File: config.mk
export PLATFORM = sky130hd
export DESIGN_NAME = spi_target_port
export DESIGN_NICKNAME = d
export VERILOG_FILES = /design/src/hdl/spi_target_pkg.sv /design/src/hdl/spi_target_port.sv
export SDC_FILE = /design/constraint.sdc
export NUM_CORES = 1
export LEC_CHECK = 0
export ABC_CLOCK_PERIOD_IN_PS = 4400
export BUFFER_PORTS_ARGS = -buffer_cell sky130_fd_sc_hd__buf_2
export CAP_MARGIN = 20
export CELL_PAD_IN_SITES_DETAIL_PLACEMENT = 1
export CELL_PAD_IN_SITES_GLOBAL_PLACEMENT = 1
export CORE_UTILIZATION = 40
export DETAILED_ROUTE_END_ITERATION = 8
export GPL_TIMING_DRIVEN = 0
export PLACE_DENSITY = 0.71
export SETUP_SLACK_MARGIN = 0.05
export SLEW_MARGIN = 10
export SYNTH_ARGS = -nofsm -noshare
export SYNTH_HDL_FRONTEND = slang
export SYNTH_SLANG_ARGS = --single-unit
File: constraint.sdc
create_clock -name i_sys_clk -period 4.4 [get_ports i_sys_clk]
set_input_delay 0.44 -clock i_sys_clk [delete_from_list [all_inputs] [get_ports i_sys_clk]]
set_output_delay 0.44 -clock i_sys_clk [all_outputs]
set_load 0.01 [all_outputs]
File: src/hdl/spi_target_pkg.sv
// Constants for the sixteen-bit serial target port.
// Operation
// - Each frame carries one sixteen-bit word on serial data in, host clocked.
// - Frame starts when select_n falls; clock and data ignored while it is high.
// - The received word is acted on only after select_n rises.
// - Serial data out is released to high impedance when select_n rises.
// - Serial data in is captured on every falling serial clock edge.
// - Output shift register advances after every rising serial clock edge but the eighth, which loads the response byte.
// - No daisy chaining; input bits never reach the output.
// - Bits 6..0 address, bit 7 write or clear, bits 15..8 data.
// - Words without 0 or 16 clocks are dropped; error shows first next frame.
// - In restart mode received frames are never interpreted.
// - A written control register answers its old value in that frame.
package spi_target_pkg;
    localparam int FRAME_BITS = 16;
    localparam int CNT_W      = 5;
    localparam logic [CNT_W-1:0] CNT_ZERO = 5'h00;
    localparam logic [CNT_W-1:0] CNT_FULL = 5'h10;
    // Count saturates one past a full frame so long frames stay flagged.
    localparam logic [CNT_W-1:0] CNT_OVER = 5'h11;
    localparam logic [CNT_W-1:0] CNT_STEP = 5'h01;
    // Falling edges seen before the last address bit arrives.
    localparam logic [CNT_W-1:0] CNT_ADDR = 5'h06;
    // Rising edges seen before the first response data bit goes out.
    localparam logic [CNT_W-1:0] CNT_RSP  = 5'h07;
    localparam int ADDR_LSB   = 0;
    localparam int ADDR_W     = 7;
    localparam int WR_BIT     = 7;
    localparam int DATA_LSB   = 8;
    localparam int DATA_W     = 8;
endpackage

File: src/hdl/spi_target_port.sv
// Sixteen-bit serial target port with oversampled link pins.
`timescale 1ns/100ps
module spi_target_port
    import spi_target_pkg::*;
(
    input  wire logic              i_sys_clk,     // System clock, 100 MHz.
    input  wire logic              i_nrst,        // Asynchronous reset, active low.
    input  wire logic              i_sclk,        // Serial clock from host.
    input  wire logic              i_select_n,    // Frame select, active low.
    input  wire logic              i_sdi,         // Serial data in.
    output logic                   o_sdo,         // Serial data out value.
    output logic                   o_sdo_oe,      // High while driving serial data out.
    input  wire logic              i_restart,     // Device in restart mode (reset_output_pin low).
    input  wire logic [DATA_W-1:0] i_rsp_data,    // Response byte for the addressed register.
    output logic [ADDR_W-1:0]      o_rsp_addr,    // Address of the frame in progress.
    output logic                   o_cmd_valid,   // One-cycle pulse: accepted word.
    output logic [ADDR_W-1:0]      o_cmd_addr,    // Accepted register address.
    output logic                   o_cmd_write,   // Accepted write or read-and-clear bit.
    output logic [DATA_W-1:0]      o_cmd_data     // Accepted data byte.
);
    typedef struct packed {
        logic [1:0]            sclk_s;
        logic [1:0]            csn_s;
        logic [1:0]            sdi_s;
        logic                  sclk_d;
        logic                  csn_d;
        logic [FRAME_BITS-1:0] rx;
        logic [FRAME_BITS-1:0] tx;
        logic [CNT_W-1:0]      cnt;
        logic                  err;
        logic                  rst_seen;
        logic                  sdo;
        logic                  oe;
        logic [ADDR_W-1:0]     rsp_addr;
        logic                  valid;
        logic [ADDR_W-1:0]     addr;
        logic                  wr;
        logic [DATA_W-1:0]     data;
    } state_t;

    state_t st_reg;
    state_t st_next;

    logic sclk;
    logic select_n;
    logic sclk_rise;
    logic sclk_fall;
    logic frame_start;
    logic frame_end;
    logic cnt_ok;

    assign sclk        = st_reg.sclk_s[1];
    assign select_n         = st_reg.csn_s[1];
    assign sclk_rise   = sclk & ~st_reg.sclk_d;
    assign sclk_fall   = ~sclk & st_reg.sclk_d;
    assign frame_start = ~select_n & st_reg.csn_d;
    assign frame_end   = select_n & ~st_reg.csn_d;
    assign cnt_ok      = (st_reg.cnt == CNT_ZERO) || (st_reg.cnt == CNT_FULL);

    always_comb
    begin
        st_next        = st_reg;
        st_next.sclk_s = {st_reg.sclk_s[0], i_sclk};
        st_next.csn_s  = {st_reg.csn_s[0], i_select_n};
        st_next.sdi_s  = {st_reg.sdi_s[0], i_sdi};
        st_next.sclk_d = sclk;
        st_next.csn_d  = select_n;
        st_next.valid  = 1'b0;
        if (i_restart)
        begin
            st_next.rst_seen = 1'b1;
        end
        if (frame_start)
        begin
            st_next.cnt = CNT_ZERO;
            st_next.oe  = 1'b1;
            // The error from the previous frame leads; the old status byte follows.
            st_next.sdo = st_reg.err | i_restart;
            st_next.tx  = {st_reg.err | i_restart, {(FRAME_BITS-1){1'b0}}};
            st_next.err = 1'b0;
            st_next.rst_seen = i_restart;
        end
        else if (!select_n)
        begin
            if (sclk_fall)
            begin
                // Shift in LSB first; input never feeds the output path.
                st_next.rx = {st_reg.sdi_s[1], st_reg.rx[FRAME_BITS-1:1]};
                if (st_reg.cnt != CNT_OVER)
                begin
                    st_next.cnt = st_reg.cnt + CNT_STEP;
                end
                // The seventh address bit is still on the synchronised input here.
                if (st_reg.cnt == CNT_ADDR)
                begin
                    st_next.rsp_addr = {st_reg.sdi_s[1], st_reg.rx[FRAME_BITS-1 -: ADDR_W-1]};
                end
            end
            if (sclk_rise)
            begin
                if (st_reg.cnt == CNT_RSP)
                begin
                    // Response byte is the register's pre-write contents.
                    st_next.sdo = i_rsp_data[0];
                    st_next.tx  = {{(FRAME_BITS-DATA_W){1'b0}}, i_rsp_data};
                end
                else
                begin
                    st_next.sdo = st_reg.tx[1];
                    st_next.tx  = {1'b0, st_reg.tx[FRAME_BITS-1:1]};
                end
                if (i_restart)
                begin
                    st_next.sdo = 1'b1;
                end
            end
        end
        if (frame_end)
        begin
            st_next.oe  = 1'b0;
            st_next.sdo = 1'b0;
            // Clock still high when select_n rises also counts as a framing fault.
            if (!cnt_ok || sclk || st_reg.rst_seen || i_restart)
            begin
                st_next.err = 1'b1;
            end
            if (cnt_ok && (st_reg.cnt == CNT_FULL) && !sclk && !st_reg.rst_seen && !i_restart)
            begin
                st_next.valid = 1'b1;
                st_next.addr  = st_reg.rx[ADDR_LSB +: ADDR_W];
                st_next.wr    = st_reg.rx[WR_BIT];
                st_next.data  = st_reg.rx[DATA_LSB +: DATA_W];
            end
        end
    end

    always_ff @(posedge i_sys_clk or negedge i_nrst)
    begin
        if (!i_nrst)
        begin
            st_reg        <= '0;
            st_reg.sclk_s <= 2'h0;
            st_reg.csn_s  <= 2'h3;
            st_reg.csn_d  <= 1'b1;
        end
        else
        begin
            st_reg <= st_next;
        end
    end

    assign o_sdo       = st_reg.sdo;
    assign o_sdo_oe    = st_reg.oe;
    assign o_rsp_addr  = st_reg.rsp_addr;
    assign o_cmd_valid = st_reg.valid;
    assign o_cmd_addr  = st_reg.addr;
    assign o_cmd_write = st_reg.wr;
    assign o_cmd_data  = st_reg.data;
endmodule

==> impl_metrics.py <==
metrics = {
    "sta": {
        "rsz0062_at_grt": "false",
        "hold_viol_final": 0,
        "final_setup_tns_ns": 0,
        "slew_viol_final": 0,
        "postLayoutSetupSlackWorst_ns": 2.05,
        "final.min_clock_period_ns": 2.35,
        "clock.fmax_mhz": 426,
        "setup_viol": 0,
        "slew_headroom_pct": 59.7,
        "max_slew.worst_pin.slew_ns": 0.601,
        "finClkSkew_ns": 0.0124,
        "post-route-period-util_pct": 53.4,
    },
    "synth": {
        "post_synth_fa_ha_maj_area_fraction_pct": 2.45,
        "most_common_flop_cell_mapped_by_yosys": "dfrtp_1",
        "post_synth_and_or_nand_nor_area_fraction_pct": 6.21,
        "xor_xnor_cell_area_share_of_the_yosys_netlist_pct": 0.858,
        "synth_seq_cells": 72,
        "synth_edf_count": 0,
        "synth_compound_gate_area_share_pct": 5.84,
        "ys_seq_area_share_pct": 59.0,
        "synthesis.instances": 216,
        "synth_area_leader_cell": "dfrtp_1",
        "mux_cell_area_share_after_synthesis_pct": 17.7,
        "main_combinational_cell_family_by_area_after_synthesis": "multiplexers",
        "synthesis.nets": 236,
        "post_synth_instance_area_um2": 3060,
        "yosys.area.top_type_share_pct": 56.4,
        "async_reset_ff_share_pct": 100,
        "synth_area_leaders": "dfrtp_1 (56%), mux2_2 (15%), buf_4 (5.6%)",
        "count_of_distinct_cell_types_in_the_synthesized_netlist": 34,
        "syn_area_per_cell_um2": 14.2,
        "yosys_warnings": 0,
    },
    "worst_setup_path": {
        "end_kind": "register",
        "required_ns": 4.67,
        "critical_path_peak_fanout": 10,
        "reg2reg_slack_ns": 2.05,
        "critPathKind": "reg -> reg",
        "setup.worst_path.start_class": "register",
        "critical_path_arrival_ns": 2.62,
    },
    "worst_hold_path": {
        "min-delay-path-class": "in -> reg",
    },
    "finish": {
        "nNetsFinal": 288,
        "n_fill_cell": 754,
        "largest_register_ff_count": 41,
        "final-instance-count-excl-fill": 372,
        "antenna-diode-count": 0,
        "drive_above_1_share_pct": 47.6,
        "final_cell_area_um2": 3590,
        "area_growth_syn_to_layout_pct": 17.1,
    },
    "detailed_routing": {
        "drt_first_iter_violations": 21,
        "drt.antenna.violating_nets": 0,
        "drc_violation_count_after_routing": 0,
        "vias_per_cell": 4.81,
        "via_count": 1790,
        "totalWireLength_mm": 5.22,
        "drt_first_pass_iters": 4,
        "routedWlPerCell_um": 14.0,
    },
    "clock_network": {
        "h-tree-depth": 3,
        "worst_setup_hold_path_clk_slew_ns": 0.08,
        "clk_latency_ns": 0.34,
        "clock_sinks": 72,
        "root_buffer": "clkbuf_8",
        "cts_made_buffers": 9,
        "number_of_cells_upsized_or_downsized_after_cts": 0,
        "clockBufferDepth": 2,
        "ctsHoldBuffers": 1,
        "cts_tree": "yes",
        "post_cts.repair.setup_buffers": 0,
    },
    "floorplanning": {
        "height_of_the_chip_um": 89.5,
        "design.core.area_um2": 7330,
        "pin_count": 40,
        "std_cell_rows": 31,
        "start_util_pct": 41.8,
        "die_boundary_width_um": 89.5,
        "design.die.area_um2": 8010,
    },
    "grt": {
        "number_of_antenna_violations_at_the_first_check_in_global_routing": 0,
        "grtUsageTotal_pct": 14.7,
        "via_count_of_the_first_global_routing_pass": 1752,
        "grt_max_degree": 66,
        "grt_overflow_total": 0,
        "grt_pass1_wl_mm": 8.66,
    },
    "placed_design": {
        "gp_routability_congestion": 0.682,
        "dpl_cell_area_um2": 3410,
        "dp_worst_setup_slack_ns": 2.06,
        "numPortBuffers": 39,
        "dp_cells": 355,
        "dp_hpwl_mm": 3.59,
    },
    "flow_run": {
        "cap_viol_max_count": 0,
    },
    "power_and_ir_drop": {
        "total_leakage_power_nw": 1.82,
        "powerDensity_nw_per_um2": 357,
        "peakVddDrop_uv": 208,
    },
    "status": {
        "status": "completed",
    },
}
## synthesized netlist by cell type (2+ instances only)
master	count
nand4_1	2
buf_6	3
dfrtp_1	69
o21ai_0	2
dfstp_2	3
o2bb2ai_1	8
inv_1	6
nand2_1	3
ha_1	6
nor2_1	11
mux2_2	40
a22o_1	8
xor2_1	2
buf_4	23
mux2i_1	9
clkbuf_1	3
## path summary, 6_finish.rpt
| kind | cells past startpoint | start | endpoint |
|---|---|---|---|
| setup / recovery | 7 | select_n | st_reg[46] |
| hold / removal | 1 | i_sdi | st_next[68] |
| setup reg to reg | 7 | select_n | st_reg[46] |
| hold reg to reg | 0 | st_next[70] | select_n |
| max in group asynchronous | 3 | i_nrst | st_next[70] |
| min in group asynchronous | 2 | i_nrst | st_reg[29] |
## final cells by class
type	instances	area [µm²]	area share, %
Multi-Input combinational cell	108	1010	28.2
Clock inverter	6	37.5	1.05
Inverter	6	22.5	0.628
Buffer	30	223	6.21
Tap cell	99	124	3.45
Timing Repair Buffer	41	235	6.56
Clock buffer	10	128	3.56
Sequential cell	72	1810	50.3
## stage by stage
step           utilization (%)  total power [mW]  hold slack, ns
4_1_cts                   48.9              1.30           0.192
3_3_place_gp              46.1             0.841           0.333
6_report                  48.9              1.28           0.211
5_1_grt                   48.9              1.34           0.189
3_5_place_dp              46.5             0.851           0.281
2_1_floorplan                -             0.799           0.144
## metal layers
| layer | vias to the layer above | part of all wire [%] | global-route usage [%] |
|---|---|---|---|
| met5 | - | 0 | 0 |
| li1 | 839 | - | - |
| met4 | 0 | 1.0 | 4.33 |
| met1 | 913 | 50 | 20.5 |
| met2 | 34 | 45 | 21.7 |
| met3 | 4 | 3.8 | 5.26 |
## power breakdown
group	switching [mW]	total, mW	internal (mW)
Combinational	0.0476	0.0957	0.0481
Sequential	0.0363	0.739	0.703
Clock	0.243	0.445	0.202
Total	0.327	1.28	0.953
## logic make-up (layout without fill, tap and decap cells)
kind of cell	after synthesis	after routing
buffers and inverters	36	93
AO/OA/AOI/OAI	22	22
AND/OR/NAND/NOR	28	28
adder cells (fa/ha/maj)	6	6
XOR/XNOR	3	3
flip-flops	72	72
multiplexers	49	49
## critical path, cell delays in order (launching register included)
cell and delay, ns:
dfstp_2 0.56, buf_6 0.13, inv_1 0.04, ha_1 0.22, clkbuf_1 0.26, nor2_1 0.40, clkbuf_1 0.44, a22o_1 0.22
## placed cells by master (no fill, tap or decap), types with 2 or more instances in the layout
cell type	count
mux2_2	40
o21ai_0	2
a22o_1	8
xor2_1	2
clkbuf_8	9
mux2i_1	9
nand2_1	3
ha_1	6
buf_4	24
clkinv_2	3
inv_1	6
nand4_1	2
dfstp_2	3
buf_6	3
o2bb2ai_1	8
dfrtp_1	69
nor2_1	11
clkbuf_1	4
buf_2	39
clkinvlp_4	3
(Power assumes the default switching activity.)
